`src/rtl/rsc_pkg.sv`:
```
// Constants and types shared by the run-time settings decoder
package rsc_pkg;
	// ------------------------------------------------------------
	// Command framing
	// ------------------------------------------------------------
	localparam int CMD_BYTES = 9;
	localparam logic [7:0] CMD_SET_RUNTIME = 8'h60;
	localparam int BYTE_ADC = 5;
	localparam int BYTE_IRQ = 6;
	localparam int BYTE_PIN_EN = 7;
	localparam int BYTE_PIN0 = 8;
	// ------------------------------------------------------------
	// Field positions
	// ------------------------------------------------------------
	localparam int LOAD_BIT = 7;
	localparam int ADC_SEL_HI = 2;
	localparam int ADC_LVL_HI = 2;
	localparam int ADC_LVL_LO = 1;
	localparam int ADC_SRC_BIT = 0;
	localparam int RISE_MOD_BIT = 4;
	localparam int RISE_VAL_BIT = 3;
	localparam int FALL_MOD_BIT = 2;
	localparam int FALL_VAL_BIT = 1;
	localparam int FLAG_CLR_BIT = 0;
	localparam int PIN_VAL_BIT = 4;
	localparam int PIN_DIR_BIT = 3;
	localparam int PIN_ROLE_HI = 2;
	// ------------------------------------------------------------
	// Encodings
	// ------------------------------------------------------------
	localparam logic [1:0] VRM_OFF = 2'h0;
	localparam logic [1:0] VRM_1V024 = 2'h1;
	localparam logic [1:0] VRM_2V048 = 2'h2;
	localparam logic [1:0] VRM_4V096 = 2'h3;
	localparam logic [2:0] ROLE_GPIO = 3'h0;
	localparam logic [2:0] ROLE_SUSPEND = 3'h1;
	localparam logic [2:0] ROLE_RX_LED = 3'h2;
	localparam logic DIR_INPUT = 1'b1;
	// ------------------------------------------------------------
	// Reset values
	// ------------------------------------------------------------
	localparam logic [2:0] RST_ADC_REF = 3'h0;
	localparam logic RST_RISE_EN = 1'b0;
	localparam logic RST_FALL_EN = 1'b0;
	localparam logic [2:0] RST_ROLE = 3'h0;
	localparam logic RST_DIR = 1'b1;
	localparam logic RST_VAL = 1'b0;
	// ------------------------------------------------------------
	// State record
	// ------------------------------------------------------------
	typedef struct packed {
		logic [2:0] adc_ref;
		logic rise_en;
		logic fall_en;
		logic flag;
		logic [2:0] role;
		logic dir;
		logic val;
		logic pin_o;
		logic pin_oe;
		logic pin_in;
	} rsc_state_t;
	typedef struct packed {
		logic prev;
		logic primed;
	} rsc_edge_state_t;
endpackage

```
`src/rtl/rsc_edge_if.sv`:
```
// Edge detector enables and hit between decoder and detector
`timescale 1ns/100ps
interface rsc_edge_if;
	logic rise_en;
	logic fall_en;
	logic hit;
	modport det (input rise_en, input fall_en, output hit);
	modport ctl (output rise_en, output fall_en, input hit);
endinterface

```
`src/rtl/rsc_cmd_decode.sv`:
```
// Run-time settings command decoder: ADC reference, edge interrupt, pin zero
// ------------------------------------------------------------
// Function
// RULE_01: Byte 5 bit 7 set loads byte 5 bits 2-0 as the ADC reference, else it is kept.
// RULE_02: Byte 5 bits 2-1 give the reference module level 4.096, 2.048, 1.024 V or off.
// RULE_03: Byte 5 bit 0 picks the internal reference module (1) or the supply rail (0).
// RULE_04: Byte 6 changes edge settings and flag only when its bit 7 is set.
// RULE_05: Byte 6 bit 3 replaces the rising-edge enable only when byte 6 bit 4 is set.
// RULE_06: A set rising-edge enable makes rising input edges trigger, else they do not.
// RULE_07: Byte 6 bit 1 replaces the falling-edge enable only when byte 6 bit 2 is set.
// RULE_08: A set falling-edge enable makes falling input edges trigger, else they do not.
// RULE_09: Byte 6 bit 0 set, with byte 6 enabled, clears the detection flag.
// RULE_10: Byte 7 bit 7 set loads pin zero settings from byte 8, else they are kept.
// RULE_11: Pin zero as a general-purpose output drives the level of byte 8 bit 4.
// RULE_12: Byte 8 bit 3 sets pin zero direction, 1 input, 0 output, in general-purpose role.
// RULE_13: Byte 8 bits 2-0 pick general-purpose, suspend or receive LED; codes 3-7 are ignored.
// RULE_14: Only a report whose byte 0 is 0x60 is taken as a settings update.
// RULE_15: Loaded settings are volatile and return to reset values on every reset.
// RULE_16: An enabled input edge sets the detection flag, which holds until cleared.
// RULE_17: Don't-care bits of bytes 5, 6 and 8 have no effect on stored settings.
// ------------------------------------------------------------
`timescale 1ns/100ps
module rsc_cmd_decode (
	input wire logic clk,
	input wire logic arst_n,
	input wire logic cmd_valid,
	input wire logic [8*rsc_pkg::CMD_BYTES-1:0] cmd_data,
	input wire logic irq_sense,
	input wire logic suspend_indicator,
	input wire logic receive_activity_led,
	input wire logic pin_zero_i,
	output logic [1:0] adc_vrm_level,
	output logic adc_ref_from_vrm,
	output logic irq_rise_en,
	output logic irq_fall_en,
	output logic irq_flag,
	output logic [2:0] pin_zero_role,
	output logic pin_zero_dir,
	output logic pin_zero_o,
	output logic pin_zero_oe,
	output logic pin_zero_in_level
);
	rsc_pkg::rsc_state_t s_q;
	rsc_pkg::rsc_state_t s_d;
	logic [7:0] b0;
	logic [7:0] b5;
	logic [7:0] b6;
	logic [7:0] b7;
	logic [7:0] b8;
	logic take;
	logic adc_ld;
	logic irq_ld;
	logic pin_ld;
	logic clr;
	logic role_ok;

	rsc_edge_if edge_bus ();

	rsc_edge_det u_edge (
		.clk(clk),
		.arst_n(arst_n),
		.sense_in(irq_sense),
		.edge_bus(edge_bus)
	);

	// ------------------------------------------------------------
	// Field extraction
	// ------------------------------------------------------------
	assign b0 = cmd_data[7:0];
	assign b5 = cmd_data[8*rsc_pkg::BYTE_ADC +: 8];
	assign b6 = cmd_data[8*rsc_pkg::BYTE_IRQ +: 8];
	assign b7 = cmd_data[8*rsc_pkg::BYTE_PIN_EN +: 8];
	assign b8 = cmd_data[8*rsc_pkg::BYTE_PIN0 +: 8];
	assign take = cmd_valid && (b0 == rsc_pkg::CMD_SET_RUNTIME); // see RULE_14
	assign adc_ld = take && b5[rsc_pkg::LOAD_BIT]; // see RULE_01
	assign irq_ld = take && b6[rsc_pkg::LOAD_BIT]; // see RULE_04
	assign pin_ld = take && b7[rsc_pkg::LOAD_BIT]; // see RULE_10
	assign clr = irq_ld && b6[rsc_pkg::FLAG_CLR_BIT]; // see RULE_09
	// Reserved designations leave the whole pin setting untouched
	assign role_ok = b8[rsc_pkg::PIN_ROLE_HI:0] <= rsc_pkg::ROLE_RX_LED; // see RULE_13

	assign edge_bus.rise_en = s_q.rise_en;
	assign edge_bus.fall_en = s_q.fall_en;

	// ------------------------------------------------------------
	// Next state
	// ------------------------------------------------------------
	always_comb
	begin
		s_d = s_q;
		if (adc_ld)
			s_d.adc_ref = b5[rsc_pkg::ADC_SEL_HI:0]; // see RULE_01, see RULE_17
		if (irq_ld && b6[rsc_pkg::RISE_MOD_BIT])
			s_d.rise_en = b6[rsc_pkg::RISE_VAL_BIT]; // see RULE_05
		if (irq_ld && b6[rsc_pkg::FALL_MOD_BIT])
			s_d.fall_en = b6[rsc_pkg::FALL_VAL_BIT]; // see RULE_07
		// An edge in the clearing cycle still counts: set beats clear
		s_d.flag = (s_q.flag && !clr) || edge_bus.hit; // see RULE_16
		if (pin_ld && role_ok)
		begin
			s_d.role = b8[rsc_pkg::PIN_ROLE_HI:0]; // see RULE_13
			s_d.dir = b8[rsc_pkg::PIN_DIR_BIT]; // see RULE_12
			s_d.val = b8[rsc_pkg::PIN_VAL_BIT]; // see RULE_11
		end
		case (s_d.role)
			rsc_pkg::ROLE_SUSPEND:
			begin
				s_d.pin_o = suspend_indicator;
				s_d.pin_oe = 1'b1;
			end
			rsc_pkg::ROLE_RX_LED:
			begin
				s_d.pin_o = receive_activity_led;
				s_d.pin_oe = 1'b1;
			end
			default:
			begin
				s_d.pin_o = s_d.val; // see RULE_11
				s_d.pin_oe = (s_d.dir != rsc_pkg::DIR_INPUT); // see RULE_12
			end
		endcase
		s_d.pin_in = (s_q.role == rsc_pkg::ROLE_GPIO) && pin_zero_i;
	end

	// Volatile only: every reset restores the power-up values
	always_ff @(posedge clk or negedge arst_n)
	begin
		if (!arst_n)
		begin
			s_q <= '0; // see RULE_15
			s_q.adc_ref <= rsc_pkg::RST_ADC_REF;
			s_q.rise_en <= rsc_pkg::RST_RISE_EN;
			s_q.fall_en <= rsc_pkg::RST_FALL_EN;
			s_q.role <= rsc_pkg::RST_ROLE;
			s_q.dir <= rsc_pkg::RST_DIR;
			s_q.val <= rsc_pkg::RST_VAL;
		end
		else
			s_q <= s_d;
	end

	// ------------------------------------------------------------
	// Outputs
	// ------------------------------------------------------------
	assign adc_vrm_level = s_q.adc_ref[rsc_pkg::ADC_LVL_HI:rsc_pkg::ADC_LVL_LO]; // see RULE_02
	assign adc_ref_from_vrm = s_q.adc_ref[rsc_pkg::ADC_SRC_BIT]; // see RULE_03
	assign irq_rise_en = s_q.rise_en;
	assign irq_fall_en = s_q.fall_en;
	assign irq_flag = s_q.flag;
	assign pin_zero_role = s_q.role;
	assign pin_zero_dir = s_q.dir;
	assign pin_zero_o = s_q.pin_o;
	assign pin_zero_oe = s_q.pin_oe;
	assign pin_zero_in_level = s_q.pin_in;
endmodule

```
`src/rtl/rsc_edge_det.sv`:
```
// Edge detector for the external interrupt input
`timescale 1ns/100ps
module rsc_edge_det (
	input wire logic clk,
	input wire logic arst_n,
	input wire logic sense_in,
	rsc_edge_if.det edge_bus
);
	rsc_pkg::rsc_edge_state_t s_q;
	rsc_pkg::rsc_edge_state_t s_d;

	// ------------------------------------------------------------
	// Edge qualification
	// ------------------------------------------------------------
	// First cycle after reset only learns the level, so a high input is no edge
	assign edge_bus.hit = s_q.primed & ((edge_bus.rise_en & sense_in & ~s_q.prev) // see RULE_06
		| (edge_bus.fall_en & ~sense_in & s_q.prev)); // see RULE_08

	always_comb
	begin
		s_d = s_q;
		s_d.prev = sense_in;
		s_d.primed = 1'b1;
	end

	always_ff @(posedge clk or negedge arst_n)
	begin
		if (!arst_n)
			s_q <= '0;
		else
			s_q <= s_d;
	end
endmodule

```
`config.mk`:
```
export PLATFORM = sky130hd
export DESIGN_NAME = rsc_cmd_decode
export DESIGN_NICKNAME = d
export VERILOG_FILES = /design/src/rtl/rsc_pkg.sv /design/src/rtl/rsc_edge_if.sv /design/src/rtl/rsc_cmd_decode.sv /design/src/rtl/rsc_edge_det.sv
export SDC_FILE = /design/constraint.sdc
export NUM_CORES = 1
export LEC_CHECK = 0
export BUFFER_PORTS_ARGS = -buffer_cell sky130_fd_sc_hd__buf_2
export CORE_AREA = 10 10 59 61
export DETAILED_ROUTE_END_ITERATION = 16
export DIE_AREA = 0 0 69 71
export HOLD_SLACK_MARGIN = 0.05
export PLACE_DENSITY = 0.81
export REMOVE_ABC_BUFFERS = 1
export SYNTH_ARGS = -nofsm -noshare
export SYNTH_HDL_FRONTEND = slang
export SYNTH_SLANG_ARGS = --single-unit
```
`constraint.sdc`:
```
create_clock -name clk -period 3.1 [get_ports clk]
set_clock_uncertainty 0.05 [all_clocks]
set_input_delay 0 -clock clk [delete_from_list [all_inputs] [get_ports clk]]
set_output_delay 0 -clock clk [all_outputs]
set_load 0.02 [all_outputs]
```
==> impl_metrics.ini, run 1 <==
[synth]
ys_seq_area_frac = 0.513
synth_xor_area_frac = 0.0112
synth_area_leaders = dfrtp_1 (48%), mux2_2 (16%), mux2i_1 (5.1%)
syn_area_um2 = 783
synth.top_cell.area_share = 0.479
syn_area_per_cell_um2 = 12.8
yosys_warnings = 0
synth_top_family_by_area = multiplexers
synth_compound_area_frac = 0.0415
synth_fa_ha_area_frac = 0
synth-simple-area-share = 0.173
synth_seq_cells = 16
yosys.area.top_type = dfrtp_1
yosys-mux-area-fraction = 0.209
yosysUniqueCellTypes = 22
syn_inst = 61

[grt]
grt_pass1_wl_mm = 3.37
antenna_found_initial = 0
gr-total-overflow = 0
grt_pass1_vias = 733
grt_max_degree = 17
grt.total_usage = 0.0809

[clocking]
clkTransAtPathRegs_ns = 0.09
cts_buffer_depth = 2
postCtsHoldBufs = 16
cts_root_buffer = clkbuf_4
cts_tree = yes
cts_buffers = 3
cts_htree_levels = 1
cts_sinks = 16
post_cts_resized = 0
cts_setup_buffers = 0
worstSkewPairLatency_ns = 0.28

[timing]
setup_ws_ns = 1.42
fin_setup_tns_ns = 0
hold_viol = 0
rsz0062_at_grt = no
setup_viol = 0
finalCritPeriodShare = 0.541
fmax_mhz = 596
min_period_ns = 1.68
maxSlewViolCount = 0

[worst_setup_path]
end_kind = flip-flop
slowest_stage = dlygate4sd3_1
path_class = in2reg
ff2ff_path_depth = 2
cp_max_fo = 5
cp.required_ns = 3.21
rrSetupSlack_ns = 1.71
crit_chain = buf_2, or3_4, nor4_4, nand3_1, mux2_2, dlygate4sd3_1
worstPathArrival_ns = 1.79
worstSetupStartpointType = input port
r2r_start = irq_fall_en
max_stage_delay_ns = 0.55
worstReg2RegEnd = irq_fall_en

[drt]
dr.pass1.iters = 4
vias = 680
wl_met2_mm = 1.02
wl_per_cell_um = 14.0
via_per_inst = 4.56
dr.max_layer_used = met3
totalWireLength_mm = 2.09
drc = 0
antenna_left = 0
wl_met1_um = 858
wl_met3_um = 211
drt_iter0_drc = 20

[finish]
fillCellCount = 222
final_area_um2 = 1180
fin_cells = 149
syn2layout_area_growth_pct = 51.3
drive_gt1_frac = 0.521
antennaDiodeCount = 0
nNetsFinal = 199
ff_latch_area_um2 = 402
multi_input_area_um2 = 344

[floorplanning]
start_util = 0.328
die-area_um2 = 4900
io_pins = 92
rows = 18
core-area_um2 = 2390
dieWidth_um = 69
die_height_um = 71

[place]
dp.cells = 129
place_area_um2 = 998
portBuffers = 43
post-place-ws_ns = 1.54
dp_hpwl_mm = 1.66
routabilityCongestion = 0.841

[power]
powerDensity_nw_per_um2 = 328
leakage_nw = 0.622
irDropWorstVdd_mv = 0.190

[hold_path]
hold_end = adc_ref_from_vrm
min_path_cells = 3
hold_path.startpoint = cmd_data[47]
hold_path_class = in2reg

[run]
maxCapViolations = 0

[run_status]
status = finished, final reports clean
-- cells in the mapped netlist --
cell,count
a211oi_1,1
a21oi_1,1
a22o_1,1
and2_2,1
buf_4,5
conb_1,1
dfrtp_1,15
dfstp_2,1
mux2_2,11
mux2i_1,4
nand2_1,5
nand3_1,3
nand4b_1,1
nand4b_4,1
nor2_1,2
nor2b_1,2
nor4_4,1
nor4b_1,1
o21ai_0,1
o22ai_1,1
or3_4,1
xnor2_1,1
-- cell families after synthesis --
logic type	after synthesis
AND/OR/NAND/NOR	18
flip-flops	16
multiplexers	15
AO/OA/AOI/OAI	5
buffers and inverters	5
XOR/XNOR	1
other	1
-- cells in the final DEF (no fill, tap or decap), drive strengths merged --
master	n
mux2i	4
nand3	3
a211oi	1
xnor2	1
a22o	1
clkbuf	4
dfstp	1
nand4b	2
nand2	5
a21oi	1
nor4	1
o21ai	1
and2	1
conb	1
nor2	2
dlygate4sd3	16
buf	43
dfrtp	15
or3	1
nor4b	1
mux2	11
nor2b	2
o22ai	1
-- metal layers --
layer	GRT usage	up-vias
li1	-	332
met4	0.0268	0
met2	0.139	29
met1	0.0865	319
met5	0	-
met3	0.0363	0
-- through the flow --
stage	total power, mW	utilization	hold WS, ns
after floorplan	0.239	-	-0.346
after global placement	0.270	0.418	-0.130
after detailed placement	0.272	0.418	-0.124
after CTS	0.395	0.496	0.0643
after global routing	0.410	0.496	0.0812
final	0.389	0.496	0.0665
-- sequential cells by signal, indices dropped and copies added, names as in the netlist --
name               flops
adc_vrm_level          2
pin_zero_in_level      1
irq_rise_en            1
adc_ref_from_vrm       1
pin_zero_oe            1
irq_fall_en            1
u_edge.s_q             2
irq_flag               1
s_q                    1
pin_zero_o             1
pin_zero_role          3
pin_zero_dir           1
-- cell type report --
class,instances,share of cell area
Tap cell,30,0.0317
Timing Repair Buffer,59,0.317
Multi-Input combinational cell,40,0.290
Sequential cell,16,0.339
Clock buffer,4,0.0222
-- worst max-delay path by stage --
stage,from,end,depth (start not counted)
5_1_grt,cmd_data[3],irq_rise_en,6
3_5_place_dp,cmd_data[3],s_q[3],5
4_1_cts,cmd_data[3],irq_fall_en,6
2_1_floorplan,pin_zero_role[1],pin_zero_o,4
3_3_place_gp,cmd_data[3],pin_zero_o,5
6_report,cmd_data[3],irq_rise_en,6
-- critical path: cells and delay by family --
kind          cells  cell delay [ns]
mux               1             0.28
simple gates      3             0.86
buf+inv           2             0.65
-- power breakdown --
part           total [mW]  internal, mW  switching [mW]
Sequential          0.218         0.215         0.00316
Combinational      0.0627        0.0356          0.0270
Clock               0.109        0.0498          0.0588
(Power assumes the default switching activity.)
==> run 2: changes to the inputs <==
- ABC_AREA: unset -> 1
- CORE_AREA: 10 10 59 61 -> 10 10 65 67
- DIE_AREA: 0 0 69 71 -> 0 0 75 77
- PLACE_DENSITY: 0.81 -> 0.74
- clock period: 3.1 -> 1.5 ns (I/O delays scaled with it)
==> impl_metrics.ini, run 2 <==
[grt]
antenna_found_initial = 0
grt_max_degree = 17
grt_pass1_wl_mm = 4.30
grt_pass1_vias = 889
gr-total-overflow = 0
grt.total_usage = 0.0934

[clocking]
cts_sinks = 16
cts_root_buffer = clkbuf_4
cts_buffers = 3
worstSkewPairLatency_ns = 0.29
clkTransAtPathRegs_ns = 0.09
cts_buffer_depth = 2
post_cts_resized = 0
cts_htree_levels = 1
cts_tree = yes

[worst_setup_path]
path_class = in2reg
ff2ff_path_depth = 3
end_kind = flip-flop
r2r_start = irq_fall_en
worstSetupStartpointType = input port
worstPathArrival_ns = 1.49
worstReg2RegEnd = irq_fall_en
cp_max_fo = 1
rrSetupSlack_ns = 0.26
cp.required_ns = 1.63

[finish]
fillCellCount = 289
nNetsFinal = 235
drive_gt1_frac = 0.503
syn2layout_area_growth_pct = 47.0
fin_cells = 188
final_area_um2 = 1360
final_cell_mix = buf_2 (43), dlygate4sd3_1 (18), dfrtp_1 (15), nand2_1 (13), inv_1 (10)
final_common_cell = buf_2
final_util = 0.457
antennaDiodeCount = 0
largest_reg_flops = 3

[power]
p_switching_mw = 0.213
p_int_mw = 0.664
irDropWorstVdd_mv = 0.406
pwr-share-clk = 0.325
combinationalPowerShare = 0.168
leakage_nw = 0.706
p_total_mw = 0.877
seqPwrFrac = 0.507
powerDensity_nw_per_um2 = 644
p_sw_frac = 0.243

[synth]
synth.top_cell.area_share = 0.405
syn_area_per_cell_um2 = 9.75
yosys_warnings = 0
yosys.area.top_type = dfrtp_1
ys_seq_area_frac = 0.434
synthArstFlopShare = 1.00
synth_edf_count = 0
synth_area_leaders = dfrtp_1 (41%), nand3_2 (6.5%), mux2_4 (6.5%)
yosysUniqueCellTypes = 24
synth.most_common_cell = dfrtp_1
synth_commonest_cells = dfrtp_1 (15), nand2_1 (13), inv_1 (10)
synth_seq_cells = 16
yosys_most_used_dff = dfrtp_1
syn_inst = 95
syn_area_um2 = 926

[floorplanning]
rows = 20
start_util = 0.311
die_height_um = 77
dieWidth_um = 75
io_pins = 92
core-area_um2 = 2980
die-area_um2 = 5780

[drt]
drc = 0
vias = 844
drt_iter0_drc = 14
dr.pass1.iters = 2
totalWireLength_mm = 2.48
via_per_inst = 4.49
wl_per_cell_um = 13.2
antenna_left = 0

[timing]
rsz0062_at_grt = no
maxSlewViolCount = 0
hold_viol = 0
fin_setup_tns_ns = 0
finalCritPeriodShare = 0.901
min_period_ns = 1.35
setup_viol = 0
fmax_mhz = 740

[place]
portBuffers = 43
dp_hpwl_mm = 1.91
routabilityCongestion = 0.808
dp.cells = 166
place_area_um2 = 1140

[hold_path]
min_path_cells = 3
hold_path.startpoint = cmd_data[47]
hold_end = adc_vrm_level[0]
hold_path_class = in2reg

[run_status]
status = finished, final reports clean

[run]
maxCapViolations = 0
[run 2: cell types whose count changed after synthesis, sizes merged, moves of 2 or more]
cell,delta
mux2i,-4
nand4b,-2
nand2,+15
nor2,+7
inv,+15
nor2b,-2
nand4,+7
nor3,+2
nand3,+6
mux2,-7
[run 2: what timing repair did]
action | CTS | global route
endpoints found under the hold margin | 30 | 0
hold buffers | 18 | 0
buffers inserted | 0 | 0
[run 2: cell type report]
cell class | count | area, um^2 | area share
multi-input combinational | 58 | 427 | 0.313
timing repair buffer | 61 | 395 | 0.290
clock buffer | 4 | 36.3 | 0.0267
inverter | 16 | 60.1 | 0.0441
tap | 33 | 41.3 | 0.0303
sequential | 16 | 402 | 0.295
[run 2: stage by stage]
step	worst slack, ns	hold WS, ns
finish	0.149	0.0618
detailed placement	0.376	-0.117
global placement	0.383	-0.122
global route	0.0608	0.0622
floorplan	0.452	-0.346
CTS	0.159	0.0511
[run 2: worst max-delay path, cell delays in order]
cell	delay, ns
dlygate4sd3_1	0.53
buf_2	0.10
nand4_1	0.08
dlygate4sd3_1	0.58
a32o_1	0.20
[run 2: worst max path at each step]
stage | cells past startpoint | end | startpoint | slack (ns)
2_1_floorplan | 6 | pin_zero_o | pin_zero_role[1] | 0.45
3_3_place_gp | 7 | pin_zero_o | cmd_data[4] | 0.38
3_5_place_dp | 6 | adc_vrm_level[1] | cmd_data[3] | 0.38
4_1_cts | 5 | irq_flag | cmd_data[48] | 0.16
5_1_grt | 10 | irq_fall_en | cmd_data[6] | 0.06
6_report | 5 | irq_flag | cmd_data[48] | 0.15
[run 2: cell families after synthesis]
logic type      Yosys count  synth area share
other cells               1           0.00405
compound gates            5            0.0351
buf+inv                  21             0.105
mux                       4            0.0649
flops                    16             0.434
simple gates             48             0.357
[run 2: power groups by stage]
stage | Clock [mW] | Combinational [mW] | Sequential [mW]
floorplan | 0 | 0.0427 | 0.461
global placement | 0 | 0.114 | 0.453
detailed placement | 0 | 0.116 | 0.453
CTS | 0.303 | 0.148 | 0.445
global route | 0.328 | 0.164 | 0.446
finish | 0.285 | 0.147 | 0.445
[run 2: per-layer routing]
layer  GRT usage  wire [um]  vias up
met5           0          0        -
met4      0.0170         13        0
met3      0.0335        180        2
met2       0.159       1260       29
met1       0.108       1030      391
li1            -          -      422
==> run 3: changes to the inputs <==
- HOLD_SLACK_MARGIN: 0.05 -> 0.15
==> impl_metrics.ini, run 3 (synthesis results as in run 2) <==
[finish]
syn2layout_area_growth_pct = 61.9
nNetsFinal = 249
ff_latch_area_um2 = 402
final_cell_mix = buf_2 (43), dlygate4sd3_1 (30), dfrtp_1 (15), nand2_1 (12), inv_1 (10)
largest_reg_flops = 3
multi_input_area_um2 = 429
fillCellCount = 275
antennaDiodeCount = 0
final_common_cell = buf_2
drive_gt1_frac = 0.479

[floorplanning]
start_util = 0.311
core-area_um2 = 2980
die_height_um = 77
io_pins = 92
rows = 20
dieWidth_um = 75
die-area_um2 = 5780

[worst_setup_path]
cp.required_ns = 1.62
worstPathArrival_ns = 1.50
path_buf_inv = 3
slowest_stage = dlygate4sd3_1
cp_max_fo = 3
worstReg2RegEnd = pin_zero_role[0]
max_stage_delay_ns = 0.57
path_class = in2reg
cp.depth = 7
rrSetupSlack_ns = 0.12
r2r_start = pin_zero_role[0]
ff2ff_path_depth = 4
path_delay_family = buffers and inverters
crit_chain = buf_2, nor2_4, inv_2, nor3_4, nand2_2, mux2_4, dlygate4sd3_1
worstSetupStartpointType = input port
end_kind = flip-flop

[timing]
maxSlewViolCount = 0
hold_viol = 0
slew_headroom = 0.538
fmax_mhz = 727
setup_viol = 0
finalCritPeriodShare = 0.917
fin_setup_tns_ns = 0
min_period_ns = 1.38
worstMarginPinSlew_ns = 0.691
rsz0062_at_grt = no

[run]
maxCapViolations = 0

[clocking]
cts_buffer_depth = 2
clkTransAtPathRegs_ns = 0.09
cts_htree_levels = 1
cts_root_buffer = clkbuf_4
worstSkewPairLatency_ns = 0.29
cts_tree = yes
cts_buffers = 3
cts_sinks = 16

[power]
p_total_mw = 0.891
irDropWorstVdd_mv = 0.407
powerDensity_nw_per_um2 = 594
leakage_nw = 0.781

[drt]
totalWireLength_mm = 2.81
via_per_inst = 4.54
drc = 0
wl_per_cell_um = 13.9
dr.pass1.iters = 2
vias = 917
drt_iter0_drc = 15
antenna_left = 0

[hold_path]
hold_end = pin_zero_oe
min_path_cells = 5
hold_path.startpoint = cmd_data[65]
hold_path_class = in2reg

[grt]
grt_pass1_vias = 1020
grt_max_degree = 16
antenna_found_initial = 0
use_met3 = 0.0360
met2_usage = 0.189
grt.total_usage = 0.106
grt_pass1_wl_mm = 4.86
top_usage_layer = met2
globalRouteMet1Util = 0.116
gr-total-overflow = 0

[run_status]
status = finished, final reports clean

[place]
routabilityCongestion = 0.808
dp_hpwl_mm = 1.91
portBuffers = 43
run 3: changes by cell type in the layout (fill, tap and decap cells not counted), sizes merged:
cell,before,now
dlygate4sd3,18,30
buf,43,45
run 3: how the worst max path moves through the flow:
stage	from	endpoint	slack (ns)
6_report	cmd_data[3]	adc_ref_from_vrm	0.12
5_1_grt	arst_n	irq_flag	0.03
4_1_cts	pin_zero_role[1]	pin_zero_oe	0.05
3_5_place_dp	cmd_data[3]	adc_vrm_level[1]	0.38
3_3_place_gp	cmd_data[4]	pin_zero_o	0.38
2_1_floorplan	pin_zero_role[1]	pin_zero_o	0.45
run 3: cell type report:
class	instances	share of cell area
tap	33	0.0275
sequential	16	0.268
timing repair buffer	75	0.354
inverter	16	0.0401
multi-input combinational	58	0.286
clock buffer	4	0.0242
run 3: layer usage:
metal | routed length, um | vias to the layer above
met5 | 0 | -
met4 | 16 | 0
met3 | 185 | 2
met2 | 1520 | 26
met1 | 1080 | 438
li1 | - | 451
run 3: worst register-to-register path, cell delays in order, from the launching register on:
cell	delay (ns)
dfrtp_1	0.39
buf_4	0.14
nand2_1	0.07
nand2_2	0.07
dlygate4sd3_1	0.56
run 3: through the flow:
step / setup slack [ns] / cell area, um^2 / std cells / util / hold WS (ns)
after global placement: 0.383 / 1140 / 166 / 0.384 / -0.122
after global routing: 0.0302 / 1500 / 202 / 0.503 / 0.181
after floorplan: 0.452 / 888 / 90 / - / -0.346
final: 0.125 / 1500 / 202 / 0.503 / 0.150
after CTS: 0.0534 / 1500 / 202 / 0.504 / 0.153
after detailed placement: 0.376 / 1140 / 166 / 0.384 / -0.117
run 3: repair_timing:
item / 4_1_cts / 5_1_grt
endpoints found under the hold margin: 31 / 0
hold buffers: 32 / 0
resized for setup: 0 / 1
setup endpoints to repair: 0 / 2
buffers inserted: 0 / 2
run 3: where the power goes:
group / leakage (nW) / internal, mW / switching [mW]
clock: 0.0210 / 0.148 / 0.138
sequential: 0.192 / 0.441 / 0.00398
combinational: 0.568 / 0.0845 / 0.0755
